--- config.mk ---
export PLATFORM = sky130hd
export DESIGN_NAME = bcr_brake_reg
export DESIGN_NICKNAME = d
export VERILOG_FILES = /design/src/rtl/bcr_pkg.sv /design/src/rtl/bcr_brake_reg.sv
export SDC_FILE = /design/constraint.sdc
export NUM_CORES = 1
export LEC_CHECK = 0
export ABC_CLOCK_PERIOD_IN_PS = 1300
export BUFFER_PORTS_ARGS = -buffer_cell sky130_fd_sc_hd__buf_2
export CORE_ASPECT_RATIO = 0.9
export CORE_UTILIZATION = 30
export CTS_CLUSTER_DIAMETER = 30
export DETAILED_ROUTE_END_ITERATION = 12
export HOLD_SLACK_MARGIN = 0.02
export MAX_ROUTING_LAYER = met4
export PLACE_DENSITY = 0.61
export SYNTH_ARGS = -nofsm -noshare
export SYNTH_HDL_FRONTEND = slang
export SYNTH_SLANG_ARGS = --single-unit
--- constraint.sdc ---
create_clock -name clk -period 1.3 [get_ports clk]
set_input_delay 0 -clock clk [delete_from_list [all_inputs] [get_ports clk]]
set_output_delay 0 -clock clk [all_outputs]
set_load 0.05 [all_outputs]
--- src/rtl/bcr_pkg.sv ---
package bcr_pkg;

    localparam int BCR_DATA_W = 16;
    localparam int BCR_ADDR_W = 7;

    // register address on the serial register port
    localparam logic [BCR_ADDR_W-1:0] BCR_BRAKE_ADDR = 7'h1D;

    // field positions
    localparam int BCR_THRESH_LSB = 0;
    localparam int BCR_THRESH_MSB = 2;
    localparam int BCR_RSV_LO_LSB = 3;
    localparam int BCR_RSV_LO_MSB = 4;
    localparam int BCR_OV_EN_BIT = 5;
    localparam int BCR_PARK_EN_BIT = 6;
    localparam int BCR_BLANK_BIT = 7;
    localparam int BCR_VDS_BIT = 8;
    localparam int BCR_SLAM_BIT = 9;
    localparam int BCR_LS1_OFF_BIT = 10;
    localparam int BCR_LS2_OFF_BIT = 11;
    localparam int BCR_LS3_OFF_BIT = 12;

    // power-on / soft reset value
    localparam logic [BCR_DATA_W-1:0] BCR_BRAKE_RESET = 16'h00A0;
    // bits that hold state; bits 15:13 are not stored
    localparam logic [BCR_DATA_W-1:0] BCR_STORE_MASK = 16'h1FFF;
    // bits kept across a restart-type reset
    localparam logic [BCR_DATA_W-1:0] BCR_RESTART_KEEP = 16'h1FE7;

    // register port request, one cycle per access
    typedef struct packed {
        logic wr;
        logic rd;
        logic [BCR_ADDR_W-1:0] addr;
        logic [BCR_DATA_W-1:0] wdata;
    } bcr_req_t;

    typedef struct packed {
        logic valid;
        logic hit;
        logic [BCR_DATA_W-1:0] rdata;
    } bcr_rsp_t;

    // configuration levels driven into the brake and slam circuits
    typedef struct packed {
        logic slam_enable;
        logic slam_lowside1_off;
        logic slam_lowside2_off;
        logic slam_lowside3_off;
        logic brake_drain_source_threshold_sel;
        logic brake_blank_time_sel;
        logic parking_brake_enable;
        logic overvoltage_brake_enable;
        logic [2:0] overvoltage_brake_threshold;
    } bcr_cfg_t;

    typedef struct packed {
        logic [BCR_DATA_W-1:0] brake;
        bcr_rsp_t rsp;
    } bcr_state_t;

endpackage

--- src/rtl/bcr_brake_reg.sv ---
// What this block does
// RULE1 - bit 9 turns slam mode on when 1, off when 0 (default)
// RULE2 - bit 10 set disables first low-side control during slam mode
// RULE3 - bits 11 and 12 do the same for second and third low-side outputs
// RULE4 - bit 8 picks brake drain-source threshold: 0 is 0.8 V, 1 is 0.22 V
// RULE5 - bit 7 picks brake blank time: 0 is 7 us, 1 is 11 us (default)
// RULE6 - bit 6 enables parking brake; reset value 0
// RULE7 - bit 5 enables overvoltage brake; reset value 1
// RULE8 - host writes zeros to reserved writable bits 4:3
// RULE9 - bits 2:0 pick overvoltage brake threshold, 27 V plus one volt per code
// RULE10 - bits 15:13 read zero and ignore writes
// RULE11 - power-on or soft reset loads 0x00A0
// RULE12 - restart reset clears bits 15:13 and 4:3, keeps the rest
// RULE13 - outputs are static levels effective right after the write completes
`timescale 1ns/100ps
`default_nettype none

module bcr_brake_reg (
    input wire logic clk,
    input wire logic rst_n,
    input wire logic soft_reset,
    input wire logic restart_reset,
    input wire bcr_pkg::bcr_req_t req,
    output var bcr_pkg::bcr_rsp_t rsp,
    output var bcr_pkg::bcr_cfg_t cfg
);
    import bcr_pkg::*;

    bcr_state_t state;
    bcr_state_t next_state;

    function automatic logic [BCR_DATA_W-1:0] read_view(input logic [BCR_DATA_W-1:0] r);
        read_view = r & BCR_STORE_MASK; // RULE10
    endfunction

    logic hit;
    assign hit = (req.addr == BCR_BRAKE_ADDR);

    always_comb begin
        next_state = state;
        next_state.rsp.valid = req.wr | req.rd;
        next_state.rsp.hit = (req.wr | req.rd) & hit;
        next_state.rsp.rdata = '0;
        if (req.rd && hit) begin
            next_state.rsp.rdata = read_view(state.brake); // RULE10
        end
        // soft reset has priority over restart and over a write
        if (soft_reset) begin
            next_state.brake = BCR_BRAKE_RESET; // RULE11
        end else if (restart_reset) begin
            next_state.brake = state.brake & BCR_RESTART_KEEP; // RULE12
        end else if (req.wr && hit) begin
            // reserved bits 4:3 are stored as written; host keeps them zero
            next_state.brake = req.wdata & BCR_STORE_MASK; // RULE10 RULE8
        end
    end

    always_ff @(posedge clk or negedge rst_n) begin
        if (!rst_n) begin
            state.brake <= BCR_BRAKE_RESET; // RULE11
            state.rsp <= '0;
        end else begin
            state <= next_state;
        end
    end

    assign rsp = state.rsp;

    // straight from the register, so a write is live on the next edge
    always_comb begin
        cfg.slam_enable = state.brake[BCR_SLAM_BIT]; // RULE1 RULE13
        cfg.slam_lowside1_off = state.brake[BCR_LS1_OFF_BIT]; // RULE2
        cfg.slam_lowside2_off = state.brake[BCR_LS2_OFF_BIT]; // RULE3
        cfg.slam_lowside3_off = state.brake[BCR_LS3_OFF_BIT]; // RULE3
        cfg.brake_drain_source_threshold_sel = state.brake[BCR_VDS_BIT]; // RULE4
        cfg.brake_blank_time_sel = state.brake[BCR_BLANK_BIT]; // RULE5
        cfg.parking_brake_enable = state.brake[BCR_PARK_EN_BIT]; // RULE6
        cfg.overvoltage_brake_enable = state.brake[BCR_OV_EN_BIT]; // RULE7
        cfg.overvoltage_brake_threshold = state.brake[BCR_THRESH_MSB:BCR_THRESH_LSB]; // RULE9
    end

    // a write that lands; either reset wins over it
    logic wr_take;
    assign wr_take = req.wr && hit && !soft_reset && !restart_reset;

    property p_write_takes;
        @(posedge clk) disable iff (!rst_n)
        wr_take
        |=>
        (state.brake == ($past(req.wdata) & BCR_STORE_MASK));
    endproperty
    a_write_takes: assert property (p_write_takes) else $error("write not stored"); // RULE13

    property p_slam_level;
        @(posedge clk) disable iff (!rst_n)
        wr_take
        |=>
        (cfg.slam_enable == $past(req.wdata[BCR_SLAM_BIT]));
    endproperty
    a_slam_level: assert property (p_slam_level) else $error("slam level wrong"); // RULE1

    property p_ls_off;
        @(posedge clk) disable iff (!rst_n)
        wr_take
        |=>
        ({cfg.slam_lowside3_off, cfg.slam_lowside2_off, cfg.slam_lowside1_off} ==
         $past(req.wdata[BCR_LS3_OFF_BIT:BCR_LS1_OFF_BIT]));
    endproperty
    a_ls_off: assert property (p_ls_off) else $error("low-side disable wrong"); // RULE2 RULE3

    property p_sel_bits;
        @(posedge clk) disable iff (!rst_n)
        wr_take
        |=>
        (cfg.brake_drain_source_threshold_sel == $past(req.wdata[BCR_VDS_BIT])) &&
        (cfg.brake_blank_time_sel == $past(req.wdata[BCR_BLANK_BIT]));
    endproperty
    a_sel_bits: assert property (p_sel_bits) else $error("threshold or blank select wrong"); // RULE4 RULE5

    property p_enables;
        @(posedge clk) disable iff (!rst_n)
        wr_take
        |=>
        (cfg.parking_brake_enable == $past(req.wdata[BCR_PARK_EN_BIT])) &&
        (cfg.overvoltage_brake_enable == $past(req.wdata[BCR_OV_EN_BIT]));
    endproperty
    a_enables: assert property (p_enables) else $error("brake enables wrong"); // RULE6 RULE7

    property p_thresh;
        @(posedge clk) disable iff (!rst_n)
        wr_take
        |=>
        (cfg.overvoltage_brake_threshold == $past(req.wdata[BCR_THRESH_MSB:BCR_THRESH_LSB]));
    endproperty
    a_thresh: assert property (p_thresh) else $error("threshold code wrong"); // RULE9

    // read data is the word from before any write on the same edge
    property p_rsv_zero;
        @(posedge clk) disable iff (!rst_n)
        (req.rd && hit)
        |=>
        (rsp.valid && rsp.hit) &&
        ((rsp.rdata & ~BCR_STORE_MASK) == '0) &&
        (rsp.rdata == ($past(state.brake) & BCR_STORE_MASK));
    endproperty
    a_rsv_zero: assert property (p_rsv_zero) else $error("read data wrong"); // RULE10

    property p_soft;
        @(posedge clk) disable iff (!rst_n)
        soft_reset
        |=>
        (state.brake == BCR_BRAKE_RESET) &&
        cfg.overvoltage_brake_enable &&
        !cfg.parking_brake_enable;
    endproperty
    a_soft: assert property (p_soft) else $error("soft reset value wrong"); // RULE11 RULE6 RULE7

    // keeps everything but the reserved fields
    property p_restart;
        @(posedge clk) disable iff (!rst_n)
        (restart_reset && !soft_reset)
        |=>
        (state.brake == ($past(state.brake) & BCR_RESTART_KEEP));
    endproperty
    a_restart: assert property (p_restart) else $error("restart value wrong"); // RULE12

    // no reset and no write hit leaves the word alone
    property p_hold;
        @(posedge clk) disable iff (!rst_n)
        (!soft_reset && !restart_reset && !(req.wr && hit))
        |=>
        $stable(state.brake);
    endproperty
    a_hold: assert property (p_hold) else $error("register changed without cause"); // RULE13

    // first edge after release still shows the reset contents
    property p_por_value;
        @(posedge clk) disable iff (!rst_n)
        !$past(rst_n)
        |->
        (state.brake == BCR_BRAKE_RESET) &&
        (rsp == '0);
    endproperty
    a_por_value: assert property (p_por_value) else $error("power-on value wrong"); // RULE11

    // enables and blank select come up in their default levels
    property p_por_cfg;
        @(posedge clk) disable iff (!rst_n)
        !$past(rst_n)
        |->
        cfg.brake_blank_time_sel && cfg.overvoltage_brake_enable &&
        !cfg.parking_brake_enable && !cfg.slam_enable;
    endproperty
    a_por_cfg: assert property (p_por_cfg) else $error("power-on levels wrong"); // RULE5 RULE6 RULE7

    property p_soft_cfg;
        @(posedge clk) disable iff (!rst_n)
        soft_reset
        |=>
        !cfg.slam_enable && !cfg.slam_lowside1_off && !cfg.slam_lowside2_off && !cfg.slam_lowside3_off &&
        !cfg.brake_drain_source_threshold_sel && cfg.brake_blank_time_sel &&
        !cfg.parking_brake_enable && cfg.overvoltage_brake_enable &&
        (cfg.overvoltage_brake_threshold == '0);
    endproperty
    a_soft_cfg: assert property (p_soft_cfg) else $error("soft reset levels wrong"); // RULE1 RULE2 RULE3 RULE4 RULE9

    // every configuration bit sits inside the keep mask
    property p_restart_cfg;
        @(posedge clk) disable iff (!rst_n)
        (restart_reset && !soft_reset)
        |=>
        (cfg == $past(cfg));
    endproperty
    a_restart_cfg: assert property (p_restart_cfg) else $error("restart changed levels"); // RULE12

    property p_restart_low;
        @(posedge clk) disable iff (!rst_n)
        (restart_reset && !soft_reset)
        |=>
        (state.brake[BCR_RSV_LO_MSB:BCR_RSV_LO_LSB] == '0);
    endproperty
    a_restart_low: assert property (p_restart_low) else $error("restart left reserved bits"); // RULE12

    // upper bits never store, whatever the host sends
    property p_hi_ignored;
        @(posedge clk) disable iff (!rst_n)
        wr_take
        |=>
        ((state.brake & ~BCR_STORE_MASK) == '0);
    endproperty
    a_hi_ignored: assert property (p_hi_ignored) else $error("upper bits stored"); // RULE10

    property p_valid_follows;
        @(posedge clk) disable iff (!rst_n)
        (req.wr || req.rd)
        |=>
        rsp.valid;
    endproperty
    a_valid_follows: assert property (p_valid_follows) else $error("no response to request"); // RULE13

    // idle cycles leave a clean response
    property p_quiet;
        @(posedge clk) disable iff (!rst_n)
        !(req.wr || req.rd)
        |=>
        !rsp.valid && !rsp.hit &&
        (rsp.rdata == '0);
    endproperty
    a_quiet: assert property (p_quiet) else $error("response without request"); // RULE13

    property p_miss;
        @(posedge clk) disable iff (!rst_n)
        ((req.wr || req.rd) && !hit)
        |=>
        rsp.valid && !rsp.hit &&
        (rsp.rdata == '0);
    endproperty
    a_miss: assert property (p_miss) else $error("other address answered"); // RULE13

    property p_write_rdata;
        @(posedge clk) disable iff (!rst_n)
        (req.wr && !req.rd)
        |=>
        (rsp.rdata == '0);
    endproperty
    a_write_rdata: assert property (p_write_rdata) else $error("write returned data"); // RULE13

    // read and write together: old word back, new word stored
    property p_wr_rd_old;
        @(posedge clk) disable iff (!rst_n)
        (wr_take && req.rd)
        |=>
        (rsp.rdata == ($past(state.brake) & BCR_STORE_MASK));
    endproperty
    a_wr_rd_old: assert property (p_wr_rd_old) else $error("same-edge read wrong"); // RULE13

    property p_read_keeps;
        @(posedge clk) disable iff (!rst_n)
        (req.rd && !req.wr && !soft_reset && !restart_reset)
        |=>
        $stable(state.brake);
    endproperty
    a_read_keeps: assert property (p_read_keeps) else $error("read changed register"); // RULE13

    // main scenarios
    c_slam_on: cover property (@(posedge clk) disable iff (!rst_n)
        $rose(cfg.slam_enable));
    c_read_back: cover property (@(posedge clk) disable iff (!rst_n)
        req.wr && hit ##1 req.rd && hit);
    c_restart: cover property (@(posedge clk) disable iff (!rst_n)
        restart_reset && state.brake[BCR_RSV_LO_MSB:BCR_RSV_LO_LSB] != '0);
    c_soft: cover property (@(posedge clk) disable iff (!rst_n)
        soft_reset && state.brake != BCR_BRAKE_RESET);
    c_wr_rd_same: cover property (@(posedge clk) disable iff (!rst_n)
        req.wr && req.rd && hit);

endmodule // bcr_brake_reg

`default_nettype wire

-- After elaboration in Yosys (flattened, before gate mapping)
Index checks and enable logic that the tools add are counted.
- bits in registers: 28
- bits in latches: 0
- bits in writable memories: 0
- ROM bits: 0
- bits of input ports: 29
- output and inout bits: 29
- word-level logic and storage cells: 18
- memories: 0
- add/subtract/negate cells: 0
- $mul: 0
- divide/modulo/power cells: 0
- order comparisons: 0
- equal/unequal tests: 2
- shifts and indexed selects: 0
- muxes and demuxes: 4
- bitwise logic cells: 2
- reductions and logical operators: 5
- operators by type and width (operator ; count):
    2-to-1 mux 13 bit ; 4
    == test 7 x 5 -> 1 bit (second input constant) ; 1
    nonzero test 3 bit ; 1
    logical AND 1 bit ; 2
    inequality test 2 bit (second input constant) ; 1
    AND reduction 2 bit ; 1
    nonzero test 2 bit ; 1
    bitwise AND 1 bit ; 1
    bitwise OR 1 bit ; 1

-- Longest topological paths before layout
Gate-level depths: netlist of run 1.
- depth in word-level cells: 5
- depth in mapped cells: 5
- mapped depth without buffers: 3

-- Least setup slack after synthesis of run 1
No wires, ideal clock.
- kind: input-to-reg
- from: input port req[22] (netlist bit)
- to: register state, in the netlist cfg[0]
- setup time: 121 ps
- arrival: 776 ps
- required time: 1179 ps
- slack: 403 ps
- stages on the path: 4
- path buffers: 1
- path through: and4bb_2 -> a31oi_1 -> buf_6 -> a22o_1
- word-level cells in the longest chain between the ends: 4
- RTL lines (element ; line ; text):
    start: declaration ; bcr_brake_reg.sv:23 ; input wire bcr_pkg::bcr_req_t req,
    == test 7 x 5 -> 1 bit ; bcr_brake_reg.sv:37 ; assign hit = (req.addr == BCR_BRAKE_ADDR);
    logical AND 1 bit ; n/a ;
    nonzero test 2 bit (no line) ; n/a ;
    AND reduction 2 bit (no line) ; n/a ;
    end signal: assignment ; bcr_brake_reg.sv:63 ; state <= next_state;
    end: declaration ; bcr_brake_reg.sv:29 ; bcr_state_t state;
Every way passes these cells.
A chain may end at the register's enable or synchronous reset.

-- Worst setup path after layout of run 1
- from: input port req[24] (netlist bit)
- to: register state, in the netlist cfg[9]
- word-level cells in the longest chain between the ends: 3
- RTL lines (element):
    logical AND 1 bit
    nonzero test 2 bit (no line)
    AND reduction 2 bit (no line)
Every way passes these cells.

==> flow_summary_export.csv, run 1 <==
group,metric,value,unit
status,status,"finished with violations",
status,violations,"design-rule violations",
logic_synthesis,seq_area_frac_synth,54.9,%
global_route,grt_pass1_vias,852,
floorplanning,core,4070,µm²
floorplanning,fp.dieW,70.9,µm
cts,cts_sinks,28,
global_route,grt_max_degree,29,
logic_synthesis,synth_warnings,0,
floorplanning,dieHeight,64.0,µm
logic_synthesis,synth_area_per_cell,11.9,µm²
power_and_ir_drop,worst_ir_drop_vdd,0.352,mV
place,dp_hpwl,1790,µm
routing,drc_errors,8,
routing,avgRoutedWirePerCell,12.3,µm
worst_setup_path,crit_path_start,"req[24]",
layout,antenna-diode-count,0,
timing,worst_pin_slew,605,ps
place,dp.cells,182,
flow_run,maxCapViolCount,0,
timing,report.final.hold_viol_count,0,
logic_synthesis,post-synth-top-area-cell,"dfrtp_1",
routing,ant_nets,0,
power_and_ir_drop,p_seq_share,58.5,%
worst_setup_path,cp.arrival,1420,ps
worst_setup_path,r2r-end,"rsp[7]",
worst_setup_path,cp-start-kind,"primary input",
cts,cts.path.max_buffers,2,
routing,vias,892,
power_and_ir_drop,p_switching,0.000337,W
global_route,grt_usage,11.4,%
power_and_ir_drop,p_int,0.00116,W
timing,skew,1.36,ps
logic_synthesis,synth.top_cell.area_share,50.8,%
logic_synthesis,synth_area_leaders,"dfrtp_1 51%, buf_4 17%, a22o_1 6.2%",
routing,drt-pass1-iter-count,8,
logic_synthesis,syn_inst,108,
cts,tritoncts,"yes",
timing,relSlewSlack,59.7,%
cts,path_clk_slew,90,ps
worst_setup_path,rr_worst_depth,2,
worst_setup_path,worstSetupEndpoint,"cfg[9]",
logic_synthesis,synth.distinct_cells,26,
floorplanning,die_area,4540,µm²
layout,fin_nets,184,
floorplanning,num_io_pins,58,
routing,wl,2480,µm
hold_path,hp-class,"primary input to register",
worst_setup_path,cp_max_fo,6,
power_and_ir_drop,power_density,920,nW/µm²
cts,htreeDepth,1,
routing,vias_per_cell,4.44,
power_and_ir_drop,combinationalPowerShare,10.8,%
worst_setup_path,critPathCaptureType,"register",
power_and_ir_drop,clkPwrFrac,30.6,%
cts,cts-root-buf,"clkbuf_8",
routing,drtIter0Drc,25,
worst_setup_path,reg2reg_slack,430,ps
global_route,grt-ovfl-total,0,
power_and_ir_drop,power.leakage,0.889,nW
global_route,antenna_found_initial,0,
worst_setup_path,r2r-start,"cfg[5]",
layout,drive_gt1_share,45.1,%
cts,cts_made_buffers,3,
cts,post-cts-setup-buffers,0,
worst_setup_path,criticalPathCategory,"primary input to register",
floorplanning,rows,22,
floorplanning,initial_utilization,31.4,%
timing,finalSetupViolCount,0,
global_route,grt_first_pass_wirelength,3870,µm
cts,clock_latency,260,ps
timing,fin_crit,1260,ps
logic_synthesis,synthesis.area,1280,µm²
timing,fin_crit_sh,97.0,%
layout,utilization,39.8,%
timing,fmax,793,MHz
power_and_ir_drop,p_total,0.00149,W
logic_synthesis,ys_seq_elements,28,
layout,stdcell_count,201,
layout,area_delta_synth_final,26.7,%
timing,slew_violations,0,
worst_setup_path,required,1460,ps
place,port_buffers,51,
place,place.gp.congestion,0.739,
power_and_ir_drop,swShare,22.6,%
power by group through the flow:
| stage | clock [W] | combinational, W | sequential (W) |
|---|---|---|---|
| after floorplan | 0 | 0.0000649 | 0.000891 |
| after global placement | 0 | 0.000115 | 0.000891 |
| after detailed placement | 0 | 0.000119 | 0.000891 |
| after CTS | 0.000475 | 0.000153 | 0.000874 |
| after global routing | 0.000497 | 0.000177 | 0.000874 |
| final | 0.000457 | 0.000162 | 0.000874 |
what timing repair did:
action	in CTS	in global routing
hold endpoints to repair	39	0
setup endpoints to repair	0	9
gates resized for setup	0	7
hold buffers	15	0
worst min path at each step:
| stage | from | end | slack, ps | cells after the start |
|---|---|---|---|---|
| floorplan | rst_n | cfg[0] | -300 | 0 |
| global placement | rst_n | rsp[17] | 30 | 1 |
| detailed placement | rst_n | rsp[17] | 40 | 1 |
| CTS | req[5] | cfg[3] | 60 | 3 |
| global route | req[5] | cfg[3] | 70 | 3 |
| finish | req[5] | cfg[3] | 40 | 3 |
layout make-up:
cell class / instances / area, µm²
well taps: 48 / 60.1
multi-input cells: 46 / 342
clock buffers: 3 / 41.3
flip-flops and latches: 28 / 703
fillers: 409 / 2450
repair buffers: 73 / 465
inverters: 3 / 11.3
layer usage:
layer / GRT usage, % / vias to the layer above / routed length (µm)
met5: - / - / 0
met4: 5.25 / 0 / 27
met3: 2.05 / 2 / 146
met2: 18.4 / 34 / 1230
met1: 14.0 / 433 / 1080
li1: - / 423 / -
cell families (layout without fill, tap and decap cells):
| logic type | after synthesis | in the layout | synth area share [%] |
|---|---|---|---|
| buf+inv | 36 | 79 | 20.3 |
| simple gates | 26 | 26 | 14.9 |
| other cells | 1 | 3 | 0.293 |
| compound gates | 17 | 17 | 9.57 |
| flops | 28 | 28 | 54.9 |
through the flow:
stage	cell area, µm²	hold WS (ps)	setup TNS (ps)	setup WS, ps
2_1_floorplan	1290	-296	0	403
3_3_place_gp	1400	26.8	0	214
3_5_place_dp	1400	41.9	0	186
4_1_cts	1590	56.8	0	22.5
5_1_grt	1620	75.0	-19.9	-10.2
6_report	1620	44.8	0	39.0
layout by cell type (no fill, tap or decap), types with 2 or more instances in the layout:
cell type / count
buf_2: 51
dfrtp_1: 26
dlygate4sd3_1: 15
and2_1: 11
a22o_1: 9
buf_4: 5
a21oi_1: 4
inv_1: 3
conb_1: 3
clkbuf_8: 3
nor3_1: 2
nor4_1: 2
nand3_1: 2
o21ai_0: 2
dfstp_2: 2
buf_6: 2
synth_stat cells (all sizes together):
cell type   n
or2         2
and4bb      1
o21ai       2
nor2        1
a21oi       4
conb        1
dfrtp      26
nand4bb     1
a21o        1
nor3        3
a31oi       1
and2       11
and4b       1
nor4        2
inv         3
dfstp       2
buf        33
nand4b      2
a22o        9
nand3       2
worst max-delay path, stage by stage:
cell,delay (ps)
dlygate4sd3_1,520
buf_2,120
and4b_2,290
a31oi_4,110
buf_6,150
a22o_1,230
flip-flops by register name (all words and copies together), names as in the netlist:
register	count
state	2
cfg	11
rsp	15
Note: power is estimated with default switching activity, not from simulation.
==> run 2, diff against run 1 <==
ABC_CLOCK_PERIOD_IN_PS = 1600   (was 1300)
GPL_ROUTABILITY_DRIVEN = 0   (was not set)
clock period = 1.6 ns   (was 1.3 ns; I/O delays follow)
==> run 2 against run 1 <==
The flow still finishes with violations (design-rule violations); largest power group unchanged; highest routed layer unchanged; utilization shrank 0.98 points; sequential power decreased by 19%; global-route usage is 0.13 points higher; worst setup slack gained 230 ps; non-clock buffer count down 3; die area unchanged.
==> flow_summary_export.csv, run 2 (synthesis gave the netlist of run 1 again) <==
group,metric,value,unit
status,status,"finished with violations",
status,violations,"design-rule violations",
floorplanning,dieHeight,64.0,µm
layout,largest_register,"rsp",
global_route,grt-ovfl-total,0,
worst_setup_path,crit_path_top_delay_cell,"dlygate4sd3_1",
layout,drive_gt1_share,41.7,%
routing,wl_met2,1130,µm
layout,mostFrequentLayoutCell,"buf_2",
worst_setup_path,crit_chain,"dlygate4sd3_1, buf_2, or2_2, dlygate4sd3_1",
timing,fin_crit,1330,ps
cts,cts_made_buffers,3,
worst_setup_path,required,1760,ps
timing,rsz0062_at_grt,"no",
timing,timing.setup.tns,0,ps
routing,wl_met3,159,µm
cts,post-cts-setup-buffers,0,
timing,whs,72.9,ps
place,port_buffers,51,
cts,htreeDepth,1,
layout,area_delta_synth_final,23.5,%
routing,drt-pass1-iter-count,8,
routing,wl_met1,1070,µm
timing,report.final.hold_viol_count,0,
floorplanning,die_area,4540,µm²
cts,cts.path.max_buffers,2,
layout,largest_reg_flops,15,
cts,holdBufCountCts,16,
floorplanning,fp.dieW,70.9,µm
worst_setup_path,criticalPathCategory,"primary input to register",
routing,top_layer,"met4",
worst_setup_path,crit_top_cell,"dlygate4sd3_1",
routing,vias,880,
routing,drc_errors,8,
timing,worst_pin_slew,594,ps
place,dp_hpwl,1730,µm
power_and_ir_drop,power_density,764,nW/µm²
layout,postLayoutCellArea,1580,µm²
floorplanning,core,4070,µm²
layout,n_fill_cell,408,
layout,stdcell_count,199,
cts,cts_sinks,28,
place,placed_area,1380,µm²
worst_setup_path,slowest_delay,550,ps
hold_path,hp-class,"primary input to register",
routing,avgRoutedWirePerCell,12.0,µm
timing,skew,1.65,ps
cts,clock_latency,260,ps
global_route,grt_usage,11.5,%
global_route,grt_pass1_vias,841,
global_route,grt_max_degree,29,
floorplanning,initial_utilization,31.4,%
worst_setup_path,cp-start-kind,"primary input",
global_route,grt_first_pass_wirelength,3840,µm
layout,mostFrequentLayoutCells,"51 x buf_2, 26 x dfrtp_1, 16 x dlygate4sd3_1",
routing,vias_per_cell,4.42,
layout,utilization,38.9,%
worst_setup_path,critPathCaptureType,"register",
global_route,antenna_found_initial,0,
place,dp.cells,179,
timing,relSlewSlack,60.4,%
routing,ant_nets,0,
worst_setup_path,cp_num_buf_inv,3,
floorplanning,num_io_pins,58,
flow_run,maxCapViolCount,0,
layout,antenna-diode-count,0,
worst_setup_path,cp.arrival,1480,ps
worst_setup_path,crit_family,"buffers and inverters",
layout,fin_nets,181,
timing,fin_crit_sh,82.9,%
cts,tritoncts,"yes",
worst_setup_path,cp_max_fo,2,
power_and_ir_drop,power.leakage,0.870,nW
routing,wl,2380,µm
timing,finalSetupViolCount,0,
cts,path_clk_slew,90,ps
cts,post_cts_resized,0,
cts,cts-root-buf,"clkbuf_8",
timing,fmax,754,MHz
timing,slew_violations,0,
power_and_ir_drop,worst_ir_drop_vdd,0.345,mV
routing,drtIter0Drc,31,
floorplanning,rows,22,
run 2: cell count changes in the layout (fill, tap and decap cells not counted), sizes merged:
cell,previous run,this run
buf,58,54
clkbuf,3,4
dlygate4sd3,15,16
run 2: final timing paths:
path / start / to / slack [ps] / cells past startpoint
hold reg to reg: state[22] / rsp[4] / 490 / 1
setup reg to reg: cfg[5] / rsp[7] / 740 / 2
min in group asynchronous: rst_n / rsp[17] / 270 / 2
setup / recovery: req[23] / rsp[17] / 270 / 4
max in group asynchronous: rst_n / cfg[1] / 940 / 2
hold / removal: req[17] / rsp[5] / 70 / 3
run 2: tightest hold or removal path: stages:
cell	delay [ps]
buf_2	90
nand4b_1	160
nor3_1	60
run 2: where the power goes:
| group | internal (W) | switching [W] | total, W |
|---|---|---|---|
| combinational | 0.0000571 | 0.0000674 | 0.000124 |
| sequential | 0.000709 | 0.000000750 | 0.000710 |
| clock | 0.000178 | 0.000197 | 0.000375 |
| total | 0.000944 | 0.000266 | 0.00121 |
run 2: per-layer routing:
metal	GRT usage, %	up-vias
li1	-	422
met1	14.0	420
met2	18.6	36
met3	1.89	2
met4	6.00	0
met5	-	-
run 2: layout make-up:
type                            count  area (µm²)  area share (%)
Timing Repair Buffer               70         438            27.7
Inverter                            3        11.3           0.711
Multi-Input combinational cell     46         325            20.6
Clock buffer                        4        45.0            2.85
Tap cell                           48        60.1            3.79
Sequential cell                    28         703            44.4
run 2: metrics by stage:
step,setup slack [ps],total power [W]
final,273,0.00121
after global routing,261,0.00126
after CTS,286,0.00123
after detailed placement,240,0.000819
after global placement,282,0.000816
after floorplan,703,0.000777
==> run 3, diff against run 2 <==
ABC_AREA = 1   (was not set)
ABC_CLOCK_PERIOD_IN_PS = 1200   (was 1600)
PLACE_DENSITY = 0.62   (was 0.61)
clock period = 1.2 ns   (was 1.6 ns; I/O delays follow)
==> run 3 against run 2 <==
The flow now finishes without violations; critical endpoint is now cfg[5]; largest cell class unchanged; first-iteration DRC count up 110%; final cell count up 30%; clock power up 56%; count of clock-buffer cells in the layout unchanged.
==> flow_summary_export.csv, run 3 <==
group,metric,value,unit
layout,largest_reg_flops,15,
logic_synthesis,synth.top_cell.area_share,46.1,%
logic_synthesis,synth_fa_ha_area_share,0,%
place,dp_hpwl,1940,µm
logic_synthesis,synth_top_family_by_area,"simple AND/OR/NAND/NOR gates",
cts,tritoncts,"yes",
logic_synthesis,synth_edf_count,0,
logic_synthesis,synthesis.area,1410,µm²
floorplanning,die_area,4980,µm²
worst_setup_path,r2r-end,"cfg[3]",
worst_setup_path,reg2reg_slack,440,ps
routing,wl_met3,149,µm
logic_synthesis,synth_area_leaders,"dfrtp_1 46%, buf_4 15%, nand2_1 7.7%",
cts,clock_latency,280,ps
timing,rsz0062_at_grt,"no",
worst_setup_path,cp.arrival,1100,ps
timing,fin_crit,1100,ps
hold_path,hold_depth,5,
global_route,grt_max_degree,29,
layout,drive_gt1_share,37.8,%
global_route,grt_usage,12.4,%
logic_synthesis,yosys_most_used_dff,"dfrtp_1",
routing,top_layer,"met4",
timing,skew,0.587,ps
logic_synthesis,seq_area_frac_synth,49.9,%
layout,mostFrequentLayoutCell,"buf_2",
global_route,antenna_found_initial,0,
power_and_ir_drop,power_density,1080,nW/µm²
logic_synthesis,ys_seq_elements,28,
logic_synthesis,synth.distinct_cells,18,
hold_path,min_to,"cfg[3]",
worst_setup_path,cp-start-kind,"register",
place,placed_area,1530,µm²
power_and_ir_drop,power.leakage,0.942,nW
place,port_buffers,51,
layout,fin_nets,226,
logic_synthesis,async_flop_share,100,%
routing,ant_nets,0,
status,status,"completed",
worst_setup_path,crit_chain,"buf_2",
logic_synthesis,muxShareOfSynthArea,0,%
logic_synthesis,synth_xor_area_share,0,%
logic_synthesis,syn_inst,159,
timing,relSlewSlack,57.7,%
timing,fin_crit_sh,91.5,%
floorplanning,initial_utilization,31.4,%
power_and_ir_drop,worst_ir_drop_vdd,0.426,mV
logic_synthesis,post-synth-top-area-cell,"dfrtp_1",
cts,cts-root-buf,"clkbuf_8",
global_route,grt_pass1_vias,987,
routing,avgRoutedWirePerCell,10.6,µm
floorplanning,core,4490,µm²
worst_setup_path,slowest_delay,560,ps
cts,cts.path.max_buffers,2,
layout,antenna-diode-count,0,
logic_synthesis,yosys-top-cells-count,"29 x buf_4, 29 x nand2_1, 26 x dfrtp_1",
routing,drc_errors,0,
timing,worst_pin_slew,635,ps
layout,postLayoutCellArea,1680,µm²
worst_setup_path,criticalPathCategory,"register to primary output",
routing,wl,2740,µm
routing,wl_met2,1290,µm
cts,cts_made_buffers,3,
timing,finalSetupViolCount,0,
worst_setup_path,rr_worst_depth,2,
logic_synthesis,synth_area_per_cell,8.87,µm²
worst_setup_path,critPathCaptureType,"primary output",
logic_synthesis,synth_warnings,0,
worst_setup_path,crit_family,"flip-flops",
routing,vias,1052,
flow_run,maxCapViolCount,0,
layout,mostFrequentLayoutCells,"51 x buf_2, 29 x nand2_1, 26 x dfrtp_1",
timing,report.final.hold_viol_count,0,
layout,area_delta_synth_final,19.1,%
cts,cts_sinks,28,
hold_path,hp-start,"req[5]",
worst_setup_path,cp_max_fo,3,
worst_setup_path,r2r-start,"cfg[3]",
logic_synthesis,synth_compound_area_share,0,%
timing,whs,25.1,ps
worst_setup_path,cp_num_buf_inv,1,
logic_synthesis,synthSimpleGateAreaFrac,27.1,%
timing,timing.setup.tns,0,ps
timing,slew_violations,0,
worst_setup_path,crit_path_top_delay_cell,"dfstp_2",
routing,drt-pass1-iter-count,4,
routing,vias_per_cell,4.08,
routing,wl_met1,1210,µm
floorplanning,rows,23,
cts,htreeDepth,1,
routing,drtIter0Drc,64,
global_route,grt-ovfl-total,0,
worst_setup_path,required,1200,ps
cts,path_clk_slew,100,ps
floorplanning,dieHeight,67.0,µm
layout,largest_register,"rsp",
hold_path,hp-class,"primary input to register",
floorplanning,num_io_pins,58,
timing,fmax,911,MHz
global_route,grt_first_pass_wirelength,4420,µm
layout,stdcell_count,258,
place,dp.cells,245,
floorplanning,fp.dieW,74.3,µm
[run 3: cell types whose count changed after synthesis, moves of 4 or more]
| cell | before | now |
|---|---|---|
| a21oi_1 | 4 | 0 |
| a22o_1 | 9 | 0 |
| and2_1 | 11 | 1 |
| inv_1 | 3 | 18 |
| nand2_1 | 0 | 29 |
| nand3_1 | 2 | 18 |
| nand4_1 | 0 | 8 |
| nor2_1 | 1 | 10 |
| nor2_2 | 0 | 8 |
[run 3: kinds of logic after synthesis]
family	count (synthesis)
other cells	1
simple gates	78
buf+inv	52
flops	28
[run 3: area by class of cell]
class / count / area [µm²]
flip-flops and latches: 28 / 703
repair buffers: 65 / 383
clock buffers: 4 / 55.1
inverters: 18 / 67.6
fillers: 491 / 2810
well taps: 62 / 77.6
multi-input cells: 81 / 393
[run 3: per-stage QoR]
step,setup WS (ps),total power (W),util (%)
final,103,0.00182,37.4
after detailed placement,202,0.00123,34.2
after global routing,71.5,0.00189,37.4
after floorplan,405,0.00116,-
after CTS,93.9,0.00184,37.4
after global placement,226,0.00123,34.2
[run 3: per-layer routing]
| layer | global-route usage (%) | vias to the layer above |
|---|---|---|
| li1 | - | 537 |
| met5 | - | - |
| met3 | 2.27 | 7 |
| met2 | 20.1 | 36 |
| met4 | 7.78 | 0 |
| met1 | 14.2 | 472 |
[run 3: worst reg2reg max path: stages, from the launching register on]
cell     delay, ps
dfstp_2        550
nand3_1         80
nand2_1         80
[run 3: where the power goes]
| group | leakage (nW) | internal [W] | switching (W) |
|---|---|---|---|
| registers | 0.379 | 0.000965 | 0.0000118 |
| logic | 0.534 | 0.0000857 | 0.000173 |
| clock network | 0.0288 | 0.000294 | 0.000290 |
| total | 0.942 | 0.00134 | 0.000475 |
[run 3: worst max path at each step]
stage | start | endpoint | slack, ps | depth (start not counted)
final | cfg[5] | cfg[5] | 100 | 1
after global placement | req[21] | cfg[9] | 230 | 6
after detailed placement | req[21] | cfg[9] | 200 | 6
after global routing | cfg[5] | cfg[5] | 70 | 1
after floorplan | req[21] | rsp[10] | 400 | 6
after CTS | cfg[5] | cfg[5] | 90 | 1
[run 3: what timing repair did]
action                    in CTS  in global routing
hold endpoints to repair      34                  0
resized for setup              0                  0
hold buffers                   9                  0
setup buffers                  0                  0
